===== src/hw/sio_regs.svh =====
// register map, field positions, encodings and timing of the buffered serial shift engine
// assumes an 8-bit register port with a 5-bit address
`ifndef SIO_REGS_SVH
`define SIO_REGS_SVH

// register addresses
`define A_CTRL1        5'h00
`define A_CTRL2        5'h01
`define A_STAT         5'h02
`define BUF_SEL        2'b01
`define BUF_SEL_HI     4
`define BUF_SEL_LO     3

// serial_control_one fields
`define C1_START       7
`define C1_ABORT       6
`define C1_MODE_HI     5
`define C1_MODE_LO     3
`define C1_EXTCLK      0

// serial_control_two fields
`define C2_CNT_HI      2
`define C2_CNT_LO      0

// serial_status fields
`define ST_BUSY        7
`define ST_SHIFT       6

// reset values
`define CTRL1_RST      8'h00
`define CNT_RST        3'h0
`define BYTE_ZERO      8'h00
`define NIB_ZERO       4'h0

// last and first bit index of a word, first word index
`define LAST_BIT8      3'h7
`define LAST_BIT4      3'h3
`define BIT_FIRST      3'h0
`define IDX_FIRST      3'h0

// internal serial clock: half period in ns, clk period in ns
`define SCK_HALF_NS    100
`define CLK_PERIOD_NS  25
`define SCK_HALF_CYC   (`SCK_HALF_NS / `CLK_PERIOD_NS)

`endif


===== src/hw/sio_pkg.sv =====
// types shared by the buffered serial shift engine
// assumes sio_regs.svh for numeric constants
package sio_pkg;

  typedef enum logic [2:0] {
    mode_tx8 = 3'b000,
    mode_tx4 = 3'b010,
    mode_dup = 3'b100,
    mode_rx8 = 3'b101,
    mode_rx4 = 3'b110
  } mode_t;

  typedef enum logic [2:0] {
    st_idle  = 3'b001,
    st_shift = 3'b010,
    st_wait  = 3'b100
  } state_t;

endpackage


===== src/hw/clocked_serial_buffered_xfer.sv =====
// clocked serial shift engine with an eight-word data buffer, lsb first
// assumes one 40 MHz clock; serial pins are asynchronous and are synchronised here
//
// Contract
// - transmit bits change on clock falling edge
// - receive bits sampled on clock rising edge
// - 4-bit mode: low nibble, zero upper nibble
// - every word shifted lsb first
// - transfer one to eight words unattended
// - interrupt after programmed word count, but not when a dummy, dropped or start-cleared receive word ends the group
// - count rewrite only when stopped or waiting
// - next buffer word loaded as lsb leaves
// - buffer empty interrupt after last bit
// - internal clock transmit: stall without new data
// - any buffer write releases transmit wait
// - external transmit without data: dummy, then end
// - start cleared: finish words, clear busy
// - abort ends transfer at once, clear busy
// - received word stored from lowest location up
// - internal receive: stall until a read
// - external receive unread: drop word, stop
// - start cleared receiving: finish word, stop
// - buffer lost on mode change
// - duplex internal: stall until a write
// - busy flag one while transfer runs
// - internal clock driven out, idles high
`include "sio_regs.svh"
`timescale 1ns/1ps

module clocked_serial_buffered_xfer
  import sio_pkg::*;
(
  input  wire logic       clk,                     // 40 MHz system clock
  input  wire logic       srst,                    // synchronous reset, active high
  input  wire logic [4:0] addr,                    // register address
  input  wire logic [7:0] wdata,                   // register write data
  input  wire logic       wr,                      // write strobe
  input  wire logic       rd,                      // read strobe
  output logic      [7:0] rdata,                   // read data, cycle after rd
  input  wire logic       serial_clock_pin_i,      // clock pin level
  output logic            serial_clock_pin_o,      // clock pin drive value
  output logic            serial_clock_pin_oe,     // clock pin drive enable
  output logic            serial_data_out_pin_one, // serial data out
  input  wire logic       serial_data_in_pin_one,  // serial data in
  output logic            serial_done_interrupt    // word count reached, one-cycle pulse
);

  state_t     state_q;
  mode_t      mode_q;
  logic       ext_q;
  logic       start_q;
  logic [2:0] cnt_q;
  logic [2:0] idx_q;
  logic [2:0] bit_q;
  logic [7:0] tx_sh_q;
  logic [7:0] rx_sh_q;
  logic [7:0] buf_q [8];
  logic       touched_q;
  logic       last_q;
  logic       unread_q;
  logic       sdo_q;
  logic       sck_q;
  logic       done_q;
  logic [2:0] div_q;
  logic       sck_s1_q;
  logic       sck_s2_q;
  logic       sck_s3_q;
  logic       si_s1_q;
  logic       si_s2_q;

  // decode: {valid, transmits, receives, four-bit}
  function automatic logic [3:0] mode_decode(input logic [2:0] m);
    case (m)
      mode_tx8: mode_decode = 4'b1100;
      mode_tx4: mode_decode = 4'b1101;
      mode_dup: mode_decode = 4'b1110;
      mode_rx8: mode_decode = 4'b1010;
      mode_rx4: mode_decode = 4'b1011;
      default:  mode_decode = 4'b0000;
    endcase
  endfunction

  logic [3:0] md;
  logic [3:0] md_new;
  logic       m_tx;
  logic       m_rx;
  logic       m_w4;
  logic       new_valid;
  assign md        = mode_decode(mode_q);
  assign m_tx      = md[2];
  assign m_rx      = md[1];
  assign m_w4      = md[0];
  assign md_new    = mode_decode(wdata[`C1_MODE_HI:`C1_MODE_LO]);
  assign new_valid = md_new[3];

  logic wr_c1;
  logic wr_c2;
  logic buf_hit;
  logic buf_wr;
  logic buf_rd;
  logic abort_req;
  logic start_go;
  logic idle;
  assign buf_hit   = addr[`BUF_SEL_HI:`BUF_SEL_LO] == `BUF_SEL;
  assign wr_c1     = wr && (addr == `A_CTRL1);
  assign wr_c2     = wr && (addr == `A_CTRL2);
  assign buf_wr    = wr && buf_hit;
  assign buf_rd    = rd && buf_hit;
  assign abort_req = wr_c1 && wdata[`C1_ABORT];
  assign idle      = state_q == st_idle;
  // mode and clock source come from the same write that sets start
  assign start_go  = wr_c1 && wdata[`C1_START] && !wdata[`C1_ABORT] && idle && new_valid;

  // pin synchronisers; logic uses the second data stage, and the second and third clock stages for edge detection
  always_ff @(posedge clk)
  begin
    if (srst)
    begin
      sck_s1_q <= 1'b1;
      sck_s2_q <= 1'b1;
      sck_s3_q <= 1'b1;
      si_s1_q  <= 1'b1;
      si_s2_q  <= 1'b1;
    end
    else
    begin
      sck_s1_q <= serial_clock_pin_i;
      sck_s2_q <= sck_s1_q;
      sck_s3_q <= sck_s2_q;
      si_s1_q  <= serial_data_in_pin_one;
      si_s2_q  <= si_s1_q;
    end
  end

  // control registers
  always_ff @(posedge clk)
  begin
    if (srst)
    begin
      start_q <= 1'b0;
      mode_q  <= mode_tx8;
      ext_q   <= 1'b0;
      cnt_q   <= `CNT_RST;
    end
    else
    begin
      if (wr_c1)
      begin
        start_q <= wdata[`C1_START] && !wdata[`C1_ABORT];
        if (idle)
        begin
          mode_q <= mode_t'(wdata[`C1_MODE_HI:`C1_MODE_LO]);
          ext_q  <= wdata[`C1_EXTCLK];
        end
      end
      if (wr_c2 && (idle || state_q == st_wait))
        cnt_q <= wdata[`C2_CNT_HI:`C2_CNT_LO];
    end
  end

  // internal serial clock divider
  logic tick;
  logic shifting;
  assign shifting = state_q == st_shift;
  assign tick     = !ext_q && shifting && (div_q == 3'(`SCK_HALF_CYC - 1));

  always_ff @(posedge clk)
  begin
    if (srst || !shifting || tick)
      div_q <= 3'h0;
    else
      div_q <= div_q + 3'h1;
  end

  // pin clock idles high and stays high while stalled
  always_ff @(posedge clk)
  begin
    if (srst || !shifting)
      sck_q <= 1'b1;
    else if (tick)
      sck_q <= !sck_q;
  end

  logic fall_ev;
  logic rise_ev;
  assign fall_ev = shifting && (ext_q ? (sck_s3_q && !sck_s2_q) : (tick && sck_q));
  assign rise_ev = shifting && (ext_q ? (!sck_s3_q && sck_s2_q) : (tick && !sck_q));

  logic       word_done;
  logic       group_end;
  logic       access;
  logic       touch_now;
  logic       drop_word;
  logic [7:0] rx_val;
  assign word_done = rise_ev && (bit_q == (m_w4 ? `LAST_BIT4 : `LAST_BIT8));
  assign group_end = word_done && (idx_q == cnt_q);
  // transmit and duplex wait on a buffer write, receive waits on a buffer read
  assign access    = m_tx ? buf_wr : buf_rd;
  assign touch_now = touched_q || access;
  assign drop_word = m_rx && ext_q && unread_q && !buf_rd;
  assign rx_val    = m_w4 ? {`NIB_ZERO, si_s2_q, rx_sh_q[7:5]}
                          : {si_s2_q, rx_sh_q[7:1]};

  // transmit side: bits leave on the falling edge
  always_ff @(posedge clk)
  begin
    if (srst)
    begin
      sdo_q   <= 1'b1;
      tx_sh_q <= `BYTE_ZERO;
    end
    else if (fall_ev && m_tx)
    begin
      if (bit_q == `BIT_FIRST)
      begin
        sdo_q   <= buf_q[idx_q][0];
        tx_sh_q <= buf_q[idx_q] >> 1;
      end
      else
      begin
        sdo_q   <= tx_sh_q[0];
        tx_sh_q <= tx_sh_q >> 1;
      end
    end
    else if (idle)
      sdo_q <= 1'b1;
  end

  // receive side: bits enter on the rising edge
  always_ff @(posedge clk)
  begin
    if (srst)
      rx_sh_q <= `BYTE_ZERO;
    else if (rise_ev)
      rx_sh_q <= {si_s2_q, rx_sh_q[7:1]};
  end

  // sequencer
  always_ff @(posedge clk)
  begin
    if (srst)
    begin
      state_q   <= st_idle;
      idx_q     <= `IDX_FIRST;
      bit_q     <= `BIT_FIRST;
      last_q    <= 1'b0;
      unread_q  <= 1'b0;
      done_q    <= 1'b0;
    end
    else
    begin
      done_q <= 1'b0;
      if (buf_rd)
        unread_q <= 1'b0;
      if (abort_req)
        state_q <= st_idle;
      else if (start_go)
      begin
        state_q  <= st_shift;
        idx_q    <= `IDX_FIRST;
        bit_q    <= `BIT_FIRST;
        last_q   <= 1'b0;
        unread_q <= 1'b0;
      end
      else if (state_q == st_wait)
      begin
        if (access)
          state_q <= st_shift;
        else if (!start_q)
          state_q <= st_idle;
      end
      else if (rise_ev && !word_done)
        bit_q <= bit_q + 3'h1;
      else if (word_done)
      begin
        bit_q <= `BIT_FIRST;
        if (drop_word)
          state_q <= st_idle;
        else if (last_q)
          state_q <= st_idle;
        else if (!start_q && m_rx && !m_tx)
          state_q <= st_idle;
        else if (group_end)
        begin
          done_q <= 1'b1;
          idx_q  <= `IDX_FIRST;
          if (!start_q)
            state_q <= st_idle;
          else if (!ext_q && !touch_now)
            state_q <= st_wait;
          else if (ext_q && m_tx && !m_rx && !touch_now)
            last_q <= 1'b1;
          else if (ext_q && m_rx && !buf_rd)
            unread_q <= 1'b1;
        end
        else
          idx_q <= idx_q + 3'h1;
      end
    end
  end

  // set by an access wins over the clear at the end of a group; the access that
  // releases a wait is used up by that release, else the next group would run unfed
  always_ff @(posedge clk)
  begin
    if (srst || start_go)
      touched_q <= 1'b0;
    else if (access && (state_q != st_wait))
      touched_q <= 1'b1;
    else if (group_end || (state_q == st_wait))
      touched_q <= 1'b0;
  end

  // data buffer: software side and received words; wiped on a mode change
  always_ff @(posedge clk)
  begin
    if (srst || (wr_c1 && idle && (wdata[`C1_MODE_HI:`C1_MODE_LO] != mode_q)))
    begin
      for (int i = 0; i < 8; i++)
        buf_q[i] <= `BYTE_ZERO;
    end
    else if (word_done && m_rx && !drop_word && !abort_req)
      buf_q[idx_q] <= rx_val;
    else if (buf_wr)
      buf_q[addr[2:0]] <= wdata;
  end

  // read port; control registers are write-only and read zero
  always_ff @(posedge clk)
  begin
    if (srst)
      rdata <= `BYTE_ZERO;
    else if (buf_rd)
      rdata <= buf_q[addr[2:0]];
    else if (rd && addr == `A_STAT)
      rdata <= {!idle, shifting, 6'h00};
    else
      rdata <= `BYTE_ZERO;
  end

  assign serial_clock_pin_o      = sck_q;
  assign serial_clock_pin_oe     = !ext_q;
  assign serial_data_out_pin_one = sdo_q;
  assign serial_done_interrupt   = done_q;

  property p_abort;
    @(posedge clk) disable iff (srst)
    abort_req |=> (state_q == st_idle) ##1 (rdata[`ST_BUSY] == 1'b0 || !$past(rd));
  endproperty
  a_abort: assert property (p_abort) else $error("abort did not stop transfer");

  property p_out_edge;
    @(posedge clk) disable iff (srst)
    (!idle && $changed(sdo_q)) |-> $past(fall_ev);
  endproperty
  a_out_edge: assert property (p_out_edge) else $error("data out moved off falling edge");

  property p_in_edge;
    @(posedge clk) disable iff (srst)
    (shifting && !rise_ev && !abort_req) |=> $stable(bit_q);
  endproperty
  a_in_edge: assert property (p_in_edge) else $error("bit count moved off rising edge");

  property p_nibble;
    @(posedge clk) disable iff (srst)
    (word_done && m_rx && m_w4 && !drop_word && !abort_req)
      |=> buf_q[$past(idx_q)][7:4] == `NIB_ZERO;
  endproperty
  a_nibble: assert property (p_nibble) else $error("upper nibble not zero");

  property p_group;
    @(posedge clk) disable iff (srst)
    serial_done_interrupt |-> (idx_q == `IDX_FIRST) && $past(idx_q == cnt_q);
  endproperty
  a_group: assert property (p_group) else $error("interrupt not at word count");

  property p_idle_high;
    @(posedge clk) disable iff (srst)
    (!ext_q && !shifting) |=> serial_clock_pin_o;
  endproperty
  a_idle_high: assert property (p_idle_high) else $error("clock pin not high when stalled");

  property p_busy_rise;
    @(posedge clk) disable iff (srst)
    $fell(idle) |-> $past(start_go);
  endproperty
  a_busy_rise: assert property (p_busy_rise) else $error("busy without start");

  property p_count_hold;
    @(posedge clk) disable iff (srst)
    (wr_c2 && shifting) |=> $stable(cnt_q);
  endproperty
  a_count_hold: assert property (p_count_hold) else $error("count changed while shifting");

  property p_release;
    @(posedge clk) disable iff (srst)
    (state_q == st_wait && m_tx && buf_wr && !abort_req) |=> shifting;
  endproperty
  a_release: assert property (p_release) else $error("buffer write did not release wait");

endmodule // clocked_serial_buffered_xfer


===== config.mk =====
export PLATFORM = sky130hd
export DESIGN_NAME = clocked_serial_buffered_xfer
export DESIGN_NICKNAME = d
export VERILOG_FILES = /design/src/hw/sio_pkg.sv /design/src/hw/clocked_serial_buffered_xfer.sv
export VERILOG_INCLUDE_DIRS = /design/src /design/src/hw
export SDC_FILE = /design/constraint.sdc
export NUM_CORES = 1
export LEC_CHECK = 0
export ABC_AREA = 1
export BUFFER_PORTS_ARGS = -buffer_cell sky130_fd_sc_hd__buf_2
export CORE_MARGIN = 1.5
export CORE_UTILIZATION = 62
export DETAILED_ROUTE_END_ITERATION = 8
export PLACE_DENSITY = 0.79
export SYNTH_ARGS = -nofsm -noshare
export SYNTH_HDL_FRONTEND = slang
export SYNTH_SLANG_ARGS = --single-unit

===== constraint.sdc =====
create_clock -name clk -period 3.3 [get_ports clk]
set_clock_uncertainty 0.15 [all_clocks]
set_input_delay 0 -clock clk [delete_from_list [all_inputs] [get_ports clk]]
set_output_delay 0 -clock clk [all_outputs]
set_load 0.01 [all_outputs]

==> results by group <==
Outcome
  – Status: completed

Clock tree
  – Clk_lat worst skew: about 540 ps
  – H-Tree Depth: 4
  – Post CTS Setup Buffer Count: 0
  – Maximum clock path buffer count: 2
  – Clock-pin slew on the worst setup and hold paths: approximately 60 ps
  – CTS buffer count: 17
  – Root buffer cell: clkbuf_8
  – CTS tree: done
  – CTS sink count: 120

Final layout
  – Final net count: roughly 840
  – Area growth syn-to-layout: 19.2%
  – Antenna diode count: 0
  – Fin cells: about 960
  – Fin util: 76.8%
  – Layout cells sized above 1: between 10% and 20%

Power and ir drop
  – Peak supply drop: ~600 uV
  – P per Cell Area: 501 nW/um^2
  – P_leak: approximately 0.003 uW
  – NetSw: 930 uW
  – Comb power frac: 6.0%
  – Clock power share: about half
  – Final Total Pwr: between 3000 and 4000 uW
  – Int Power: around 2900 uW
  – Sequential power share: 43.3%
  – Switching share of power: between 20% and 30%

STA
  – Setup TNS: 0 ps
  – RSZ-0062 raised after global routing: false
  – Max Clock Freq: between 300 and 400 MHz
  – Hold_ws: 103 ps
  – Rel. slew slack: roughly half
  – Worst Tran Pin Value: roughly 730 ps
  – Final setup violating endpoints: 0
  – Period utilisation layout: 91.5%
  – Slew Viols, Final: 0
  – Hold Violations, Final: 0
  – Minimum clock period: 3020 ps

Global routing
  – M1 GR Usage: 47.2%
  – GRT Residual Overflow: 0
  – First-pass GRT wire length: between 20000 and 30000 um
  – M2 GR Usage: 52.6%
  – M3 GR Usage: approximately 13%
  – Gr busiest metal: met2
  – Vias in the first global route: 5457
  – Initial antenna violation count: 0
  – Pin count of the biggest net entering global routing: 57
  – Tot GR Track Use: 35.2%

Setup path
  – Crit-path cells: dlygate4sd3_1, buf_2, nor2_2, dlygate4sd3_1, nand3_4, nor2_8, nand2_2, nand2_1, clkinv_1, nand2_4, nor2_8, nand2_4, nand2_1
  – R2R cell count: 14
  – Critical R2R Launch: div_q[0]
  – Worst-path fanout max: 9
  – CP endpoint kind: flip-flop
  – R2R setup slack: 290 ps
  – Critical path origin: addr[4]
  – Crit Path Category: primary input to flip-flop
  – Crit-path slowest cell: dlygate4sd3_1
  – Worst EP arrival: ~3000 ps
  – Worst path max stage delay: 620 ps
  – Crit path required time: about 3400 ps
  – R2r endpoint: buf_q[2][4]
  – Critical path startpoint category: primary input

Routing
  – Drt via density: around 6.1
  – Drt initial violations: between 800 and 900
  – Residual DRC: 0
  – Total number of vias: 5890
  – Antenna viol nets, final: 0
  – Average wire per cell in the routed design: about 19 um
  – Post-Route WL: around 18000 um
  – TritonRoute pass-1 iters: 5

Hold path
  – Hold path startpoint: addr[0]
  – Hold depth: 5
  – Hold Path Sink: rdata[0]
  – Hold Path Class: primary input to flip-flop

Place
  – Gpl congestion: approximately 1.1
  – Port Buf Inserts: 30
  – Post-DP HPWL: 12800 um
  – DP Cell Count: between 800 and 900

Synthesis
  – YS warnings: 0
  – Cells after Synth: between 700 and 800
  – Post-synth EDFFs: 64
  – Asr flop ratio synth: 0%
  – Number of synthesized register bits: 120
  – Dominant cell type by area after synthesis: edfxtp_1
  – Avg Cell Area, Syn: ~8.4 um^2
  – Netlist cell types: 45
  – Syn Nets: between 700 and 800
  – Synth Flop Type: edfxtp_1
  – Post-Syn Area: 6330 um^2
  – Leading post-synthesis cells by cell area: edfxtp_1, dfxtp_1, nor2_1
  – Synth top area share: 30.4%
  – Register area share after synthesis: slightly below 50%

Floorplan
  – Core Region: about 10000 um^2
  – Initial Util: 64.5%
  – Total die area: 10800 um^2
  – Die Wd: 104 um
  – Site Rows: 36
  – Top Ports: 31
  – Die height: 104 um

Job
  – Max-cap viol count: 0
-- critical path, delay by kind of cell --
family                 cells  cell delay [ps]
and+or+nand+nor            9             1410
buffers and inverters      4             1640
-- how the worst max path moves through the flow --
stage | endpoint | depth (start not counted)
5_1_grt | buf_q[2][4] | 14
6_report | buf_q[2][4] | 13
3_3_place_gp | buf_q[4][6] | 13
3_5_place_dp | buf_q[2][2] | 13
4_1_cts | cnt_q[0] | 9
2_1_floorplan | buf_q[0][0] | 14
-- registers in the layout (all words and copies together) (netlist names), 3 cells and up, named ones only --
register  cells
mode_q        3
div_q         3
bit_q         3
cnt_q         3
rdata         8
state_q       3
buf_q        64
rx_sh_q       7
tx_sh_q       7
idx_q         3
-- metal layers --
layer / up-vias / part of all wire (%)
met5: - / 0
met1: 2702 / 38
met3: 63 / 14
met2: 414 / 45
met4: 0 / 2.9
li1: 2711 / -
-- cell usage after synthesis, drive strengths merged, types with 5 or more instances --
library cell and number:
nor2 142, nand2 100, o21ai 91, inv 80, edfxtp 64, a21oi 60
dfxtp 56, nand3 42, clkbuf 20, nor3 15, o211ai 14, a211oi 9
buf 6, clkinv 6, o22ai 6, ha 5, nand4 5, or2 5
-- area by class of cell --
type / instances / area, um^2
inverter: 86 / 323
tap: 133 / 166
clock buffer: 17 / 414
multi-input combinational: 521 / 2850
timing repair buffer: 72 / 553
clock inverter: 15 / 191
fill: 701 / 2270
sequential: 120 / 3040
-- through the flow --
step | area (um^2) | setup slack, ps
after global routing | 7540 | 68.3
after detailed placement | 6570 | 343
after floorplan | 6330 | 821
after global placement | 6570 | 500
after CTS | 7530 | 43.2
final | 7540 | 280
-- cells in the final DEF, fill, tap and decap left out, types with 5 or more instances in the layout --
| cell | n |
|---|---|
| dfxtp_1 | 56 |
| o22ai_1 | 6 |
| nand2_1 | 83 |
| or2_2 | 5 |
| o211ai_1 | 12 |
| o21ai_0 | 84 |
| nor2_4 | 7 |
| clkinv_1 | 7 |
| nand4_1 | 5 |
| nand2_2 | 7 |
| nor3_1 | 13 |
| a21oi_1 | 59 |
| nand3_1 | 36 |
| edfxtp_1 | 64 |
| buf_4 | 7 |
| ha_1 | 5 |
| clkbuf_16 | 16 |
| buf_2 | 30 |
| dlygate4sd3_1 | 35 |
| clkinv_4 | 5 |
| a211oi_1 | 9 |
| nor2_2 | 10 |
| inv_1 | 76 |
| nor2_1 | 122 |
| nand2_4 | 10 |
-- kinds of logic (layout without fill, tap and decap cells) --
group	count (synthesis)	after routing	share of synthesized area (%)
XOR/XNOR	3	3	0.415
adder cells (fa/ha/maj)	5	5	0.988
AND/OR/NAND/NOR	318	318	25.0
AO/OA/AOI/OAI	195	195	18.4
buffers and inverters	112	190	7.13
flip-flops	120	120	48.1
-- power groups by stage --
stage	logic (uW)	clock network, uW	registers (uW)
after floorplan	131	0	1650
after global placement	191	0	1660
after detailed placement	196	0	1670
after CTS	218	1920	1630
after global routing	244	1980	1640
final	225	1920	1640
-- timing repair --
item / 4_1_cts / 5_1_grt
gates resized for setup: 0 / 3
hold buffers: 35 / 0
hold endpoints to repair: 80 / 0
setup endpoints to repair: 0 / 14
No activity file was read; power rests on OpenSTA's default activity.
